`config.mk`:
```
export PLATFORM = sky130hd
export DESIGN_NAME = iirq_top
export DESIGN_NICKNAME = d
export VERILOG_FILES = /design/src/core/iirq_pkg.sv /design/src/core/iirq_sc_if.sv /design/src/core/iirq_sc_bank.sv /design/src/core/iirq_irq_status.sv /design/src/core/iirq_top.sv
export VERILOG_INCLUDE_DIRS = /design/src /design/src/core
export SDC_FILE = /design/constraint.sdc
export NUM_CORES = 1
export LEC_CHECK = 0
export ABC_AREA = 0
export BUFFER_PORTS_ARGS = -buffer_cell sky130_fd_sc_hd__clkbuf_2
export CAP_MARGIN = 20
export CORE_MARGIN = 2
export CORE_UTILIZATION = 50
export CTS_CLUSTER_DIAMETER = 200
export CTS_CLUSTER_SIZE = 8
export DETAILED_ROUTE_END_ITERATION = 10
export PLACE_DENSITY = 0.81
export SETUP_SLACK_MARGIN = 0.3
export SLEW_MARGIN = 20
export SYNTH_ARGS = -nofsm -noshare
export SYNTH_HDL_FRONTEND = slang
export SYNTH_SLANG_ARGS = --single-unit
```
`constraint.sdc`:
```
create_clock -name i_ref_clk -period 5.1 [get_ports i_ref_clk]
set_clock_uncertainty 0.15 [all_clocks]
set_input_delay 1.02 -clock i_ref_clk [delete_from_list [all_inputs] [get_ports i_ref_clk]]
set_output_delay 1.02 -clock i_ref_clk [all_outputs]
set_load 0.03 [all_outputs]
```
`src/core/iirq_regs.svh`:
```
// Purpose: offsets, field layouts and reset values of the iso interrupt and init registers
// Assumes: byte offsets on an APB bus with 32-bit data, one aligned word per register
// Notes:   the package holds the types; this header holds the numbers
// Notes on behaviour
// - transmit mask holds one enable per iso transmit context for the transmit summary
// - each transmit mask bit aligns with its transmit event flag bit
// - reads at set or clear address of either mask return the mask unchanged
// - receive flag rises when that context's input command completes with interrupt bits
// - receive flag sets on rising edge of context interrupt or write 1 at set
// - receive flag clears only by write 1 at clear; writing 0 changes nothing
// - receive event clear address reads event AND mask; set address reads raw events
// - receive event holds four channel flags in bits 3..0; bits 31..4 read zero
// - receive mask has one enable per channel, aligned, resetting to zero
// - 13-bit bandwidth field, read/write, resets to 1333h, survives bus reset
// - bandwidth field copies into bandwidth-available CSR on any listed reset
// - channels-high register resets all ones, survives bus reset, copies to CSR
// - channels-low register resets all ones, survives bus reset, copies to CSR
// - transmit event register has eight context flags in bits 7..0
`ifndef IIRQ_REGS_SVH
`define IIRQ_REGS_SVH
`define IIRQ_OFF_W        8
`define IIRQ_OFF_TXM_SET  8'h98
`define IIRQ_OFF_TXM_CLR  8'h9c
`define IIRQ_OFF_RXE_SET  8'ha0
`define IIRQ_OFF_RXE_CLR  8'ha4
`define IIRQ_OFF_RXM_SET  8'ha8
`define IIRQ_OFF_RXM_CLR  8'hac
`define IIRQ_OFF_BW       8'hb0
`define IIRQ_OFF_CHAN_HI  8'hb4
`define IIRQ_OFF_CHAN_LO  8'hb8
`define IIRQ_OFF_STS      8'hc0
`define IIRQ_OFF_MSK      8'hc4
`define IIRQ_TX_CTX       8
`define IIRQ_RX_CHN       4
`define IIRQ_BW_W         13
`define IIRQ_BW_RST       13'h1333
`define IIRQ_CHAN_RST     32'hffff_ffff
`define IIRQ_STS_W        3
`define IIRQ_STS_RX       0
`define IIRQ_STS_TX       1
`define IIRQ_STS_LOAD     2
`endif

```
`src/core/iirq_pkg.sv`:
```
// Purpose: shared types of the iso interrupt register slice
// Assumes: 32-bit APB data
// Notes:   numbers live in iirq_regs.svh
package iirq_pkg;
	typedef logic [31:0] iirq_word_t;
	typedef enum {
		SEL_NONE, SEL_TXM_SET, SEL_TXM_CLR, SEL_RXE_SET, SEL_RXE_CLR,
		SEL_RXM_SET, SEL_RXM_CLR, SEL_BW, SEL_CHAN_HI, SEL_CHAN_LO,
		SEL_STS, SEL_MSK
	} iirq_sel_t;
endpackage

```
`src/core/iirq_sc_if.sv`:
```
// Purpose: set/clear write strobes and current value of one bit bank
// Assumes: strobes last one cycle
// Notes:   ctrl side decodes the bus, bank side holds the bits
`timescale 1ns/1ps
interface iirq_sc_if #(
	parameter int W = 8
) ();
	logic         set_we;
	logic         clr_we;
	logic [W-1:0] wdata;
	logic [W-1:0] value;
	modport bank (input set_we, input clr_we, input wdata, output value);
	modport ctrl (output set_we, output clr_we, output wdata, input value);
endinterface // iirq_sc_if

```
`src/core/iirq_sc_bank.sv`:
```
// Purpose: bank of set/clear bits, optionally set by a rising edge of a hardware line
// Assumes: i_hw_level synchronous to i_clk
// Notes:   set wins over clear in the same cycle
`timescale 1ns/1ps
module iirq_sc_bank #(
	parameter int W       = 4,
	parameter bit HW_EDGE = 1'b0
) (
	input  wire logic i_clk,
	input  wire logic i_reset,
	iirq_sc_if.bank   bus,
	input  wire logic [W-1:0] i_hw_level
);
	logic [W-1:0] level_prev_reg;
	logic [W-1:0] bit_reg;
	logic [W-1:0] bit_next;

	if (W < 1) begin : g_bad_w
		$error("iirq_sc_bank: W must be at least 1");
	end

	generate
		for (genvar g = 0; g < W; g++) begin : g_bit
			logic hw_rise;
			assign hw_rise = HW_EDGE & i_hw_level[g] & ~level_prev_reg[g];
			// only a 1 written at clear drops the bit; a set in the same cycle wins
			assign bit_next[g] = (bit_reg[g] & ~(bus.clr_we & bus.wdata[g]))
				| (bus.set_we & bus.wdata[g]) | hw_rise;

		end
	endgenerate

	// one process owns the whole vector so no bit has two drivers
	always_ff @(posedge i_clk) begin
		if (i_reset) begin
			level_prev_reg <= '0;
			bit_reg        <= '0;
		end else begin
			level_prev_reg <= i_hw_level;
			bit_reg        <= bit_next;
		end
	end

	assign bus.value = bit_reg;
endmodule // iirq_sc_bank

```
`src/core/iirq_irq_status.sv`:
```
// Purpose: sticky interrupt status, mask and one level interrupt line
// Assumes: i_clear_bits are the bits the reader actually saw
// Notes:   an event in the clearing cycle survives
`timescale 1ns/1ps
module iirq_irq_status #(
	parameter int W = 3
) (
	input  wire logic         i_clk,
	input  wire logic         i_reset,
	input  wire logic [W-1:0] i_event,
	input  wire logic         i_rd_clear,
	input  wire logic [W-1:0] i_clear_bits,
	input  wire logic         i_mask_we,
	input  wire logic [W-1:0] i_mask_wdata,
	output logic      [W-1:0] o_status,
	output logic      [W-1:0] o_mask,
	output logic              o_irq
);
	logic [W-1:0] status_reg;
	logic [W-1:0] mask_reg;

	if (W < 1) begin : g_bad_w
		$error("iirq_irq_status: W must be at least 1");
	end

	always_ff @(posedge i_clk) begin
		if (i_reset) status_reg <= '0;
		else status_reg <= (status_reg & ~({W{i_rd_clear}} & i_clear_bits)) | i_event;
	end

	always_ff @(posedge i_clk) begin
		if (i_reset) mask_reg <= '0;
		else if (i_mask_we) mask_reg <= i_mask_wdata;
	end

	assign o_status = status_reg;
	assign o_mask   = mask_reg;
	assign o_irq    = |(status_reg & mask_reg);
endmodule // iirq_irq_status

```
`src/core/iirq_top.sv`:
```
// Purpose: iso transmit/receive interrupt masks, receive events and initial bus-management values
// Assumes: APB slave with no wait states; all inputs synchronous to i_ref_clk
// Notes:   reset-type inputs are active-high levels or pulses sampled each clock
`timescale 1ns/1ps
`include "iirq_regs.svh"
module iirq_top #(
	parameter int TX_CTX = `IIRQ_TX_CTX,
	parameter int RX_CHN = `IIRQ_RX_CHN,
	parameter int ADDR_W = `IIRQ_OFF_W
) (
	input  wire logic                 i_ref_clk,
	input  wire logic                 i_reset,
	input  wire logic                 i_soft_reset,
	input  wire logic                 i_global_reset_pin,
	input  wire logic                 i_power_reset_pin,
	input  wire logic                 i_fund_reset,
	input  wire logic                 i_bus_reset,
	input  wire logic                 i_psel,
	input  wire logic                 i_penable,
	input  wire logic                 i_pwrite,
	input  wire logic [ADDR_W-1:0]    i_paddr,
	input  wire iirq_pkg::iirq_word_t i_pwdata,
	output iirq_pkg::iirq_word_t      o_prdata,
	output logic                      o_pready,
	output logic                      o_pslverr,
	input  wire logic [RX_CHN-1:0]    i_rx_ctx_irq,
	input  wire logic [TX_CTX-1:0]    i_tx_event_flags,
	output logic [TX_CTX-1:0]         o_tx_irq_mask,
	output logic                      o_iso_receive_summary_event,
	output logic                      o_iso_transmit_summary_event,
	output logic [`IIRQ_BW_W-1:0]     o_bw_available_csr,
	output iirq_pkg::iirq_word_t      o_chan_avail_hi_csr,
	output iirq_pkg::iirq_word_t      o_chan_avail_lo_csr,
	output logic                      o_csr_load,
	output logic                      o_irq
);
	import iirq_pkg::*;

	generate
		if (TX_CTX < 1 || TX_CTX > 32 || RX_CHN < 1 || RX_CHN > 32
			|| ADDR_W < `IIRQ_OFF_W) begin : g_bad_param
			$error("iirq_top: channel counts must be 1..32 and ADDR_W at least 8");
		end
	endgenerate

	iirq_sel_t                sel;
	logic                     hi_zero;
	logic                     acc;
	logic                     wr;
	logic                     rd_setup;
	iirq_word_t               rd_mux;
	iirq_word_t               rdata_reg;
	logic                     hw_evt;
	logic [`IIRQ_BW_W-1:0]    bw_reg;
	iirq_word_t               chan_hi_reg;
	iirq_word_t               chan_lo_reg;
	logic [`IIRQ_BW_W-1:0]    bw_csr_reg;
	iirq_word_t               chan_hi_csr_reg;
	iirq_word_t               chan_lo_csr_reg;
	logic                     load_reg;
	logic                     rx_sum_next;
	logic                     tx_sum_next;
	logic                     rx_sum_reg;
	logic                     tx_sum_reg;
	logic [`IIRQ_STS_W-1:0]   sts_event;
	logic [`IIRQ_STS_W-1:0]   sts_value;
	logic [`IIRQ_STS_W-1:0]   sts_mask;

	// upper address bits must be zero so aliases never hit a register
	assign hi_zero = (i_paddr >> `IIRQ_OFF_W) == '0;

	always_comb begin
		sel = SEL_NONE;
		if (hi_zero) begin
			unique case (i_paddr[`IIRQ_OFF_W-1:0])
				`IIRQ_OFF_TXM_SET: sel = SEL_TXM_SET;
				`IIRQ_OFF_TXM_CLR: sel = SEL_TXM_CLR;
				`IIRQ_OFF_RXE_SET: sel = SEL_RXE_SET;
				`IIRQ_OFF_RXE_CLR: sel = SEL_RXE_CLR;
				`IIRQ_OFF_RXM_SET: sel = SEL_RXM_SET;
				`IIRQ_OFF_RXM_CLR: sel = SEL_RXM_CLR;
				`IIRQ_OFF_BW:      sel = SEL_BW;
				`IIRQ_OFF_CHAN_HI: sel = SEL_CHAN_HI;
				`IIRQ_OFF_CHAN_LO: sel = SEL_CHAN_LO;
				`IIRQ_OFF_STS:     sel = SEL_STS;
				`IIRQ_OFF_MSK:     sel = SEL_MSK;
				default:           sel = SEL_NONE;
			endcase
		end
	end

	// zero wait states: every access phase completes in its first cycle
	assign acc      = i_psel & i_penable;
	assign wr       = acc & i_pwrite;
	assign rd_setup = i_psel & ~i_penable & ~i_pwrite;
	assign o_pready  = 1'b1;
	assign o_pslverr = acc & (sel == SEL_NONE);

	iirq_sc_if #(.W(TX_CTX)) txm_if ();
	iirq_sc_if #(.W(RX_CHN)) rxm_if ();
	iirq_sc_if #(.W(RX_CHN)) rxe_if ();

	assign txm_if.set_we = wr & (sel == SEL_TXM_SET);
	assign txm_if.clr_we = wr & (sel == SEL_TXM_CLR);
	assign txm_if.wdata  = i_pwdata[TX_CTX-1:0];
	assign rxm_if.set_we = wr & (sel == SEL_RXM_SET);
	assign rxm_if.clr_we = wr & (sel == SEL_RXM_CLR);
	assign rxm_if.wdata  = i_pwdata[RX_CHN-1:0];
	assign rxe_if.set_we = wr & (sel == SEL_RXE_SET);
	assign rxe_if.clr_we = wr & (sel == SEL_RXE_CLR);
	assign rxe_if.wdata  = i_pwdata[RX_CHN-1:0];

	iirq_sc_bank #(.W(TX_CTX), .HW_EDGE(1'b0)) u_tx_mask (
		.i_clk      (i_ref_clk),
		.i_reset    (i_reset),
		.bus        (txm_if),
		.i_hw_level ('0)
	);

	iirq_sc_bank #(.W(RX_CHN), .HW_EDGE(1'b0)) u_rx_mask (
		.i_clk      (i_ref_clk),
		.i_reset    (i_reset),
		.bus        (rxm_if),
		.i_hw_level ('0)
	);

	// each context line is its descriptor-completion interrupt; only its rising edge counts
	iirq_sc_bank #(.W(RX_CHN), .HW_EDGE(1'b1)) u_rx_event (
		.i_clk      (i_ref_clk),
		.i_reset    (i_reset),
		.bus        (rxe_if),
		.i_hw_level (i_rx_ctx_irq)
	);

	always_comb begin
		rd_mux = '0;
		unique case (sel)
			SEL_TXM_SET, SEL_TXM_CLR: rd_mux[TX_CTX-1:0] = txm_if.value;
			SEL_RXM_SET, SEL_RXM_CLR: rd_mux[RX_CHN-1:0] = rxm_if.value;
			SEL_RXE_SET: rd_mux[RX_CHN-1:0] = rxe_if.value;
			SEL_RXE_CLR: rd_mux[RX_CHN-1:0] = rxe_if.value & rxm_if.value;
			SEL_BW:      rd_mux[`IIRQ_BW_W-1:0] = bw_reg;
			SEL_CHAN_HI: rd_mux = chan_hi_reg;
			SEL_CHAN_LO: rd_mux = chan_lo_reg;
			SEL_STS:     rd_mux[`IIRQ_STS_W-1:0] = sts_value;
			SEL_MSK:     rd_mux[`IIRQ_STS_W-1:0] = sts_mask;
			SEL_NONE:    rd_mux = '0;
		endcase
	end

	// read data is caught in the setup cycle so it comes from a flip-flop in the access cycle
	always_ff @(posedge i_ref_clk) begin
		if (i_reset) rdata_reg <= '0;
		else if (rd_setup) rdata_reg <= rd_mux;
	end
	assign o_prdata = rdata_reg;

	// hardware-class resets restore defaults; a bus reset only reloads the CSRs
	assign hw_evt = i_soft_reset | i_global_reset_pin | i_power_reset_pin | i_fund_reset;

	always_ff @(posedge i_ref_clk) begin
		if (i_reset || hw_evt) begin
			bw_reg      <= `IIRQ_BW_RST;
			chan_hi_reg <= `IIRQ_CHAN_RST;
			chan_lo_reg <= `IIRQ_CHAN_RST;
		end else if (wr) begin
			if (sel == SEL_BW) bw_reg <= i_pwdata[`IIRQ_BW_W-1:0];
			if (sel == SEL_CHAN_HI) chan_hi_reg <= i_pwdata;
			if (sel == SEL_CHAN_LO) chan_lo_reg <= i_pwdata;
		end
	end

	// the copy after a hardware-class reset carries the defaults, matching the field
	always_ff @(posedge i_ref_clk) begin
		if (i_reset || hw_evt) begin
			bw_csr_reg      <= `IIRQ_BW_RST;
			chan_hi_csr_reg <= `IIRQ_CHAN_RST;
			chan_lo_csr_reg <= `IIRQ_CHAN_RST;
		end else if (i_bus_reset) begin
			bw_csr_reg      <= bw_reg;
			chan_hi_csr_reg <= chan_hi_reg;
			chan_lo_csr_reg <= chan_lo_reg;
		end
	end

	always_ff @(posedge i_ref_clk) begin
		if (i_reset) load_reg <= 1'b1;
		else load_reg <= hw_evt | i_bus_reset;
	end

	assign o_bw_available_csr  = bw_csr_reg;
	assign o_chan_avail_hi_csr = chan_hi_csr_reg;
	assign o_chan_avail_lo_csr = chan_lo_csr_reg;
	assign o_csr_load          = load_reg;

	// bit i of the transmit mask gates bit i of the transmit events
	assign tx_sum_next = |(i_tx_event_flags & txm_if.value);
	assign rx_sum_next = |(rxe_if.value & rxm_if.value);

	always_ff @(posedge i_ref_clk) begin
		if (i_reset) begin
			rx_sum_reg <= 1'b0;
			tx_sum_reg <= 1'b0;
		end else begin
			rx_sum_reg <= rx_sum_next;
			tx_sum_reg <= tx_sum_next;
		end
	end

	assign o_iso_receive_summary_event  = rx_sum_reg;
	assign o_iso_transmit_summary_event = tx_sum_reg;
	assign o_tx_irq_mask                = txm_if.value;

	always_comb begin
		sts_event = '0;
		sts_event[`IIRQ_STS_RX]   = rx_sum_next & ~rx_sum_reg;
		sts_event[`IIRQ_STS_TX]   = tx_sum_next & ~tx_sum_reg;
		sts_event[`IIRQ_STS_LOAD] = hw_evt | i_bus_reset;
	end

	// only the bits the reader was shown are cleared, so a late event stays pending
	iirq_irq_status #(.W(`IIRQ_STS_W)) u_status (
		.i_clk        (i_ref_clk),
		.i_reset      (i_reset),
		.i_event      (sts_event),
		.i_rd_clear   (acc & ~i_pwrite & (sel == SEL_STS)),
		.i_clear_bits (rdata_reg[`IIRQ_STS_W-1:0]),
		.i_mask_we    (wr & (sel == SEL_MSK)),
		.i_mask_wdata (i_pwdata[`IIRQ_STS_W-1:0]),
		.o_status     (sts_value),
		.o_mask       (sts_mask),
		.o_irq        (o_irq)
	);

	logic [RX_CHN-1:0] chk_rx_prev;
	always_ff @(posedge i_ref_clk) begin
		if (i_reset) chk_rx_prev <= '0;
		else chk_rx_prev <= i_rx_ctx_irq;
	end
endmodule // iirq_top

```
==> summary by stage, run 1 <==
Cells and area
The post-layout instance area is between 10000 and 15000 µm². Measured on the finished design, the core utilization comes to about three fifths. The share of cells above drive strength 1 is 21.5%. The number of filler cells placed in the layout is between 1500 and 2000. From synthesis to final layout, the design area changed by 20.1%. The number of antenna diodes in the final layout is 0.

The post-layout net count is about 1200.

Pwr
Net switching is a little over a fifth of the power. The analysis attributes to cell leakage a power of approximately 4.7 nW. The worst-case IR drop observed on VDD is ~0.26 mV. The sequential share of power is a little under half. Combinational logic is responsible for about 4.8% of the overall power.

Power comes to 3.56 mW. The switching power total is around 760 µW. Power spread over the standard cell area amounts to around 340 nW/µm². Internal power comes to roughly 2.8 mW. The share of power burned in the clock network is 47.7%.

Global route
The maximum number of pins on one net before global-route repair is about 140. The number of antenna violations at the first check in global routing is 0. The first-pass GRT wire length is 39000 µm. Global routing finished with a remaining overflow of 0. The via count of the first global-routing pass is 7443. The total global-route track usage is 26.3%.

Clocking
The root buffer cell is clkbuf_16. The number of post-CTS setup repair buffers is 0. Clock latency on the worst-skew pair, taken at its later pin, is roughly 530 ps. The post-CTS clock slew at the launch and capture registers of the worst setup and hold paths is about 50 ps. In this run the number of H-tree levels came out at 1. After clock tree synthesis, the flow added hold-fix buffers numbering 0. No sink is reached through more buffers than the 3 on the longest clock path. The number of gates resized after CTS was 0. In this run, CTS created clock tree buffers numbering 30. The number of sinks on the clock net is 215. TritonCTS built the clock tree.

Synth
The fraction of the yosys area taken by sequential cells is 49.4%. The share of synthesized registers carrying an async set or reset is 0%. Sorting the synthesized cells by area gives the leading types as dfxtp_1, mux2i_1, nand2_1, nand3_1, a22oi_1. The number of different library cells used by synthesis comes to between 60 and 70.

The most instantiated library cell after synthesis is nand2_1. Synthesis inferred between 200 and 250 register bits. By count the netlist is led by nand2_1, dfxtp_1, mux2i_1. The number of nets in the synthesized netlist is 1026. The count of flip-flops with a built-in enable after synthesis is 0. The top-area cell type share of the netlist area is 49.4%.

The per-instance average area after synthesis is 9.04 µm². The flip-flop cell with the highest count after synthesis is dfxtp_1. The synthesized instance count is 964.

The largest total area in the synthesized netlist belongs to dfxtp_1. In this run the cell area of the synthesized design comes to a little under 9000 µm². Yosys printed 0 warnings.

Timing
Setup violations remaining at the end of the flow were counted as 0. The share of the clock period used by the worst path after layout is about three quarters. The count of endpoints failing hold in the final timing report was 0. The worst hold margin is roughly 320 ps. In this run the tightest slew margin relative to its limit is 26.8%. The measured slew at the worst slew-check pin is ~1100 ps. Subtracting the final worst setup slack from the clock period gives ~3800 ps. Setup repair after global routing left no endpoint under its margin. The final max-slew violation count is 0. After routing, the total negative slack on setup checks comes to 0 ps. Static timing analysis puts the maximum clock frequency at 263 MHz.

Critical path
The type of origin of the critical path is an input pin. The critical path goes through clkbuf_2 -> and4b_1 -> and2_1 -> a31oi_1 -> and3_1 -> clkbuf_2. The cell repeated most along the worst path is clkbuf_2. The largest stage delay on the critical path is about 600 ps. The master of the slowest instance on the critical path is and4b_1. The critical-path maximum fanout is 20. At the worst endpoint, the arrival time is approximately 2600 ps. STA classifies the critical path endpoint as an output pin. The endpoint required time on the critical path is slightly below 4000 ps. The worst setup path category is input pin to output pin.

Drt
The vias after detailed routing is 7814. The first detailed-routing pass took 7 iterations. The post-detailed-route DRC marker count is 0. The number of DRC markers after the initial detailed-route iteration is around 700.

The number of routed nets with antenna violations is 0. The routed design has ~25000 µm of wire. The routed length per instance is ~19 µm.

Using the TritonRoute via totals, the vias-per-cell ratio works out to around 5.8.

Floorplanning
The die covers approximately 19000 µm². The initialized floorplan defines 48 standard-cell rows. The initial core utilization is approximately half. Measured along the x axis, the die boundary spans between 100 and 150 µm. The core footprint is 17200 µm².

Pin placement for this block handled ~190 I/O pins. The overall die height is about 140 µm.

Place
Summing all placed instances gives a cell area of about 9700 µm². Detailed placement finished with a half-perimeter wire length of 16600 µm. The placer's final routability congestion estimate is between 0.9 and 1. Port buffering added between 150 and 200 buffers.

Status
The flow ran to the end, and the final reports show no timing, DRC or antenna violations.

Job
The max-cap violation count is 0.

Hold path
The path class of the tightest hold or removal check is register to register.
==> power by group through the flow <==
| stage | clock, mW | sequential, mW | combinational [mW] |
|---|---|---|---|
| after global placement | 0 | 1.73 | 0.166 |
| after detailed placement | 0 | 1.73 | 0.166 |
| after global routing | 1.80 | 1.69 | 0.182 |
| after floorplan | 0 | 1.73 | 0.107 |
| after CTS | 1.72 | 1.69 | 0.167 |
| final | 1.70 | 1.70 | 0.170 |
==> metrics by stage <==
stage	std cells	setup slack [ps]
after floorplan	964	1700
after CTS	1338	1360
after global placement	1306	1390
after global routing	1338	1200
after detailed placement	1306	1370
final	1338	1300
==> metal layers <==
layer / part of all wire [%] / track usage (%)
met2: 46 / 41.3
met1: 40 / 34.4
met5: 0 / 0
met3: 11 / 7.16
met4: 3.1 / 10.2
==> cell families after synthesis <==
group                  share of synthesized area, %
flip-flops                                     49.4
other                                        0.0430
buffers and inverters                          4.72
AND/OR/NAND/NOR                                21.5
multiplexers                                   10.8
XOR/XNOR                                      0.201
AO/OA/AOI/OAI                                  13.4
==> worst paths after layout <==
| path | start | endpoint | slack [ps] | cells after the start |
|---|---|---|---|---|
| max | i_paddr[5] | o_pslverr | 1300 | 6 |
| min | o_chan_avail_hi_csr[23] | o_chan_avail_hi_csr[23] | 320 | 2 |
| max reg2reg | u_rx_event.bus.value[1] | o_prdata[1] | 3560 | 4 |
| min reg2reg | o_chan_avail_hi_csr[23] | o_chan_avail_hi_csr[23] | 320 | 2 |
==> layout make-up <==
cell class / instances / area (µm²) / share of cell area, %
clock buffer: 32 / 779 / 7.44
tap: 225 / 282 / 2.69
multi-input combinational: 654 / 4030 / 38.4
timing repair buffer: 194 / 1010 / 9.68
inverter: 18 / 67.6 / 0.645
sequential: 215 / 4300 / 41.1
==> placed cells by master, fill, tap and decap left out, types with 8 or more instances in the layout <==
master     netlist  layout
nand2_1        225     225
dfxtp_1        215     215
clkbuf_2         0     182
mux2i_1         94      94
nand3_1         54      52
nor2_1          48      48
a22oi_1         31      31
clkbuf_16        0      31
a22o_1          24      24
a21oi_1         21      21
o211ai_1        21      21
inv_1           17      17
nand4_1         11      11
o21ai_0         11      11
buf_4            2      11
nand3b_1         8       8
==> critical path: cells and delay by family <==
kind / cells / cell delay [ps]
simple gates: 3 / 1060
buf+inv: 2 / 490
compound gates: 1 / 50
Power figures use the tool's default switching activity.
==> run 2: changes to the inputs <==
- clock period: 5.1 -> 3.85 ns (I/O delays scaled with it)
==> summary by stage, run 2 (same netlist as run 1, synthesis figures left out) <==
Place
The placed instances occupy a cell area of 9770 µm². The detailed-placement wirelength estimate is approximately 17000 µm. The cell count after placement is 1313. The placer's final routability congestion estimate is 0.885. The number of port buffers is 183.

Clocking
The number of post-CTS setup repair buffers is 0. TritonCTS built the clock tree. In this run, post-CTS hold repair placed 0 buffers. CTS built an H-tree with a depth of 1.

After clock tree synthesis, the clock-pin slew on the worst setup and hold paths is 50 ps. The number of clock buffers added by TritonCTS is 30. The later-pin clock latency in the skew report is ~530 ps. The number of sinks on the clock net is roughly 220. The count of cells resized by post-cts repair is 0.

The cell sitting at the root of the clock tree is a clkbuf_16. The clock passes through at most 3 buffers.

Drt
The vias after detailed routing is ~7800. Once detail routing completed, the nets flagged for antenna violations numbered 0. After the first detailed-routing iteration, the DRC count stood at around 670. The post-detailed-routing wire length is roughly 25000 µm.

The routed length per instance is 18.9 µm. After detailed routing, the number of vias per cell comes to roughly 5.8. The total iterations of the first detailed-routing run is 5. In the routed design, unresolved DRC markers number 0.

Timing
The count of endpoints failing hold in the final timing report came to 0. Setup repair after global routing left no endpoint under its margin. The setup TNS is 0 ps. The measured slew at the worst slew-check pin is 850 ps.

The share of the clock period used by the worst path after layout is between 70 and 80%. The final critical-path required period is between 3000 and 4000 ps. The highest attainable clock frequency is approximately 330 MHz. The final max-slew violation count is 0. The relative slew slack is a little over two fifths. Setup violations remaining at the end of the flow were counted as 0.

Floorplanning
In this run the count of I/O pins placed on the die edge is roughly 190. The area of the die is around 19000 µm². The number of standard-cell rows in the floorplan is 48. The horizontal die dimension is 136 µm.

In this run the standard cell core region covers about 17000 µm². For this configuration, the core starts out at a cell density of between 50% and 60%. The die is about 140 µm tall.

Global route
Across every metal layer, demand over resource in global routing totals between 20% and 30%. Entering global routing, the biggest net connects 78 pins. The number of antenna violations at the first check in global routing is 0. The via count of the first global-routing pass is 7336. The first-pass GRT wire length is ~39000 µm.

The remaining global-route overflow is 0.

Pwr
The switching power total is a little over 1 mW. The internal portion of the total power is around 3.7 mW. The leakage dissipation is between 4 and 5 nW. The share of total power in combinational logic is 4.8%. Dividing total power by cell area gives a power density of roughly 450 nW/µm². The share of total power dissipated in the clock network is 47.6%.

The sequential share of power is between 40% and 50%. Net switching is 21.3% of the power. VDD sags by at most about 0.4 mV.

Cells and area
The area growth from synthesis to layout is 21.0%. The post-layout net count is roughly 1200. The library cells used most frequently in the layout, excluding fill and tap cells, are nand2_1, dfxtp_1, clkbuf_2. The number of filler cells placed in the layout is around 1500.

The library cell used most frequently in the layout, excluding fill and tap cells, is nand2_1. Cells with a size suffix above 1 make up ~22% of the layout. The number of antenna diodes is 0. The share of the core filled with cells in the final layout is ~61%.

The count of placed standard cells in the final layout, fillers left out is 1345. The finished cells cover approximately 11000 µm².

Critical path
The cell repeated most along the worst path is clkbuf_2. The worst setup path is captured at an output pin. STA puts the critical path data arrival time at roughly 2100 ps.

On the worst path, the slowest cell contributes a delay of approximately 480 ps. Traced cell by cell, the critical path runs through clkbuf_2 -> or3_1 -> o311a_1 -> and3_1 -> clkbuf_2. Along the worst path, the maximum fanout reaches 9. STA classifies the critical path startpoint as an input pin. For this design, the slowest cell found on the critical path is or3_1. The worst setup path category is input pin to output pin. The endpoint required time on the critical path is just under 3000 ps.

Job
Max-cap violations in this run came to 0.

Hold path
The path class of the lowest-slack min-delay path is register to register.

Status
The run finished with clean final reports.
[run 2: changes by cell type in the layout (fill, tap and decap cells not counted), sizes merged]
cell	previous run	this run
buf	12	19
[run 2: path summary, 6_finish.rpt]
check	depth (start not counted)	slack, ps	startpoint	to
worst min register to register	2	320	o_chan_avail_hi_csr[2]	o_chan_avail_hi_csr[2]
worst max-delay path	5	800	i_paddr[1]	o_pslverr
worst max register to register	4	2310	u_rx_event.bus.value[1]	o_prdata[1]
worst min-delay path	2	320	o_chan_avail_hi_csr[2]	o_chan_avail_hi_csr[2]
[run 2: layout make-up]
class	count	area, µm²	area share (%)
clock buffer	32	779	7.39
inverter	18	67.6	0.640
multi-input combinational	654	4030	38.2
sequential	215	4300	40.8
tap	225	282	2.67
timing repair buffer	201	1090	10.3
[run 2: metal layers]
| metal | global-route usage [%] | vias to the layer above | share of wire, % |
|---|---|---|---|
| li1 | - | 3690 | - |
| met1 | 34.1 | 3683 | 41 |
| met2 | 44.1 | 347 | 48 |
| met3 | 7.16 | 47 | 8.5 |
| met4 | 9.09 | 0 | 2.4 |
| met5 | 0 | - | 0 |
[run 2: metrics by stage]
stage | hold WS, ps | power (mW) | setup slack, ps
CTS | 307 | 4.74 | 820
global placement | 304 | 2.51 | 824
detailed placement | 307 | 2.51 | 821
finish | 319 | 4.72 | 805
floorplan | 294 | 2.43 | 952
global route | 324 | 4.86 | 734
[run 2: worst max-delay path, delay by kind of cell]
family                 cells  cell delay (ps)
buffers and inverters      2              370
AO/OA/AOI/OAI              1              310
AND/OR/NAND/NOR            2              660
[run 2: power groups by stage]
stage | clock, mW | combinational (mW) | sequential, mW
2_1_floorplan | 0 | 0.142 | 2.29
3_3_place_gp | 0 | 0.223 | 2.29
3_5_place_dp | 0 | 0.222 | 2.29
4_1_cts | 2.28 | 0.224 | 2.24
5_1_grt | 2.38 | 0.243 | 2.24
6_report | 2.25 | 0.228 | 2.24
==> run 3: changes to the inputs <==
- clock period: 3.85 -> 2.9 ns (I/O delays scaled with it)
==> summary by stage, run 3 (same netlist as run 1, synthesis figures left out) <==
Drt
The number of routed nets with antenna violations is 0. The routed length per instance is around 19 µm. The final layout contains routed wiring with a total length of 25800 µm. The average via count per standard cell is between 5 and 6. The post-detailed-route DRC marker count is 0. For this block, the initial DRC count from the detailed router was between 500 and 600. The pre-antenna-repair detailed-routing pass consisted of 5 iterations. Detailed routing inserted a total of about 7900 vias.

Pwr
VDD sags by at most 0.442 mV. In this run the static leakage power is about 4.8 nW. The total power per unit cell area is 591 nW/µm². The design draws 6.31 mW.

Status
The flow ran to the end, and the final reports show no timing, DRC or antenna violations.

Critical path
The master of the slowest instance on the critical path is or3_4. The total buffers and inverters traversed by the critical path is 2. The type of origin of the critical path is an input pin. Traced cell by cell, the critical path runs through buf_2 -> or3_4 -> o311a_1 -> and3_1 -> buf_2. The critical-path maximum fanout is 9. The capturing element type of the critical path is an output pin. The setup check on the worst reg-to-reg path leaves a slack of around 1300 ps. On the worst path, the slowest cell contributes a delay of 420 ps. Data on the critical path is required at its endpoint by 2170 ps. The critical path's top delay family is simple AND/OR/NAND/NOR gates. The most numerous cell type found on the critical path is buf_2.

Data on the critical path arrives at its endpoint at ~1800 ps. The worst setup path category is input pin to output pin.

Place
In this run the tool buffered the top-level ports with approximately 180 buffer cells. The placer's final routability congestion estimate is between 0.9 and 1. After legalization and detailed placement, the total HPWL measured about 18000 µm. In this run, placement finished with an instance count of between 1000 and 1500. The pre-CTS setup slack is 265 ps. The placed instance area is between 9000 and 10000 µm².

Clocking
In this run the number of H-tree levels came out at 1. In this run the deepest clock path goes through 3 buffers. The clock tree from TritonCTS is built. The number of post-CTS setup repair buffers is 0.

Clock tree synthesis inserted a total of 30 buffers. The post-CTS clock slew at the launch and capture registers of the worst setup and hold paths is about 50 ps. The later-pin clock latency in the skew report is around 530 ps. The number of sinks on the clock net is between 200 and 250. The root buffer cell is clkbuf_16.

Cells and area
The share of cells above drive strength 1 is between 20 and 25%. For this run, the post-layout net count is around 1200. Fill cells in the final layout number approximately 1500. The most frequent standard cell in the layout excluding fill and tap cells is nand2_1.

The area added between synthesis and finish is 22.4%. The number of antenna diodes is 0. The post-layout instance area is 10700 µm². Measured on the finished design, the core utilization comes to roughly 62%. In the layout the commonest cells are nand2_1, dfxtp_1, clkbuf_2. After the flow finishes, the layout carries non-filler instances totaling ~1400.

Global route
Entering global routing, the biggest net connects 47 pins. The number of antenna violations at the first check in global routing came to 0. The remaining global-route overflow is 0.

The via count of the first global-routing pass is about 7600. For this run, the total global-route usage over all layers was measured as between 20% and 30%. The first-pass GRT wire length is between 40000 and 50000 µm.

Floorplanning
The number of standard-cell rows in the floorplan is 48. The overall die height is between 100 and 150 µm. The initial utilization of the core area, before any placement, comes to ~51%.

Measured along the x axis, the die boundary spans about 140 µm. The core footprint is 17200 µm². During I/O placement, the number of pins put on the boundary was 185. The die covers 18500 µm².

Timing
After layout, the worst path uses about 90% of the clock period. The worst hold margin is 125 ps. Headroom to the max-slew limit came out at between 50% and 60%. The count of endpoints failing hold in the final timing report is 0. Setup slack closes at ~360 ps.

The final setup violation count is 0. The highest attainable clock frequency is 394 MHz. The measured slew at the worst slew-check pin is approximately 710 ps. Setup repair after global routing left no endpoint under its margin. The final max-slew violation count came to 0. The setup TNS is 0 ps. After layout, the minimum clock period comes to approximately 2500 ps.

Job
The max-cap violation count is 0.

Hold path
The worst hold path belongs to the class input pin to register.
==> run 3: changes by cell type in the layout (fill, tap and decap cells not counted), sizes merged <==
cell,before,now
buf,19,36
clkbuf,214,212
==> run 3: tightest hold or removal path, delay by kind of cell <==
family | cells | cell delay (ps)
buf+inv | 1 | 80
simple gates | 2 | 100
==> run 3: layout make-up <==
cell class / instances / area, µm² / area share [%]
clock buffer: 32 / 779 / 7.31
timing repair buffer: 216 / 1210 / 11.3
sequential: 215 / 4300 / 40.3
tap: 225 / 282 / 2.64
inverter: 18 / 67.6 / 0.633
multi-input combinational: 654 / 4030 / 37.8
==> run 3: worst paths after layout <==
| kind | cells after the start | startpoint | to |
|---|---|---|---|
| max | 5 | i_paddr[1] | o_pslverr |
| min | 3 | i_pwdata[13] | chan_lo_reg[13] |
| max reg2reg | 4 | u_rx_event.bus.value[1] | o_prdata[1] |
| min reg2reg | 2 | o_chan_avail_lo_csr[24] | o_chan_avail_lo_csr[24] |
==> run 3: repair_timing <==
| action | in CTS | in global routing |
|---|---|---|
| pin swaps | 0 | 0 |
| hold buffers | 0 | 0 |
| resized for setup | 1 | 4 |
| endpoints found under the setup margin | 1 | 1 |
==> run 3: metal layers <==
metal | wire length [µm] | vias up | GRT usage, %
met4 | 937 | 0 | 12.0
met2 | 11800 | 372 | 44.2
met3 | 2470 | 62 | 6.79
li1 | - | 3723 | -
met5 | 0 | - | 0
met1 | 10600 | 3746 | 35.2
==> run 3: where the power goes <==
part           total (mW)  switching, mW  internal [mW]  leakage, nW
clock                3.01           1.16           1.85        0.383
combinational       0.315          0.198          0.117         2.66
sequential           2.98        0.00900           2.97         1.74
total                6.31           1.37           4.94         4.78
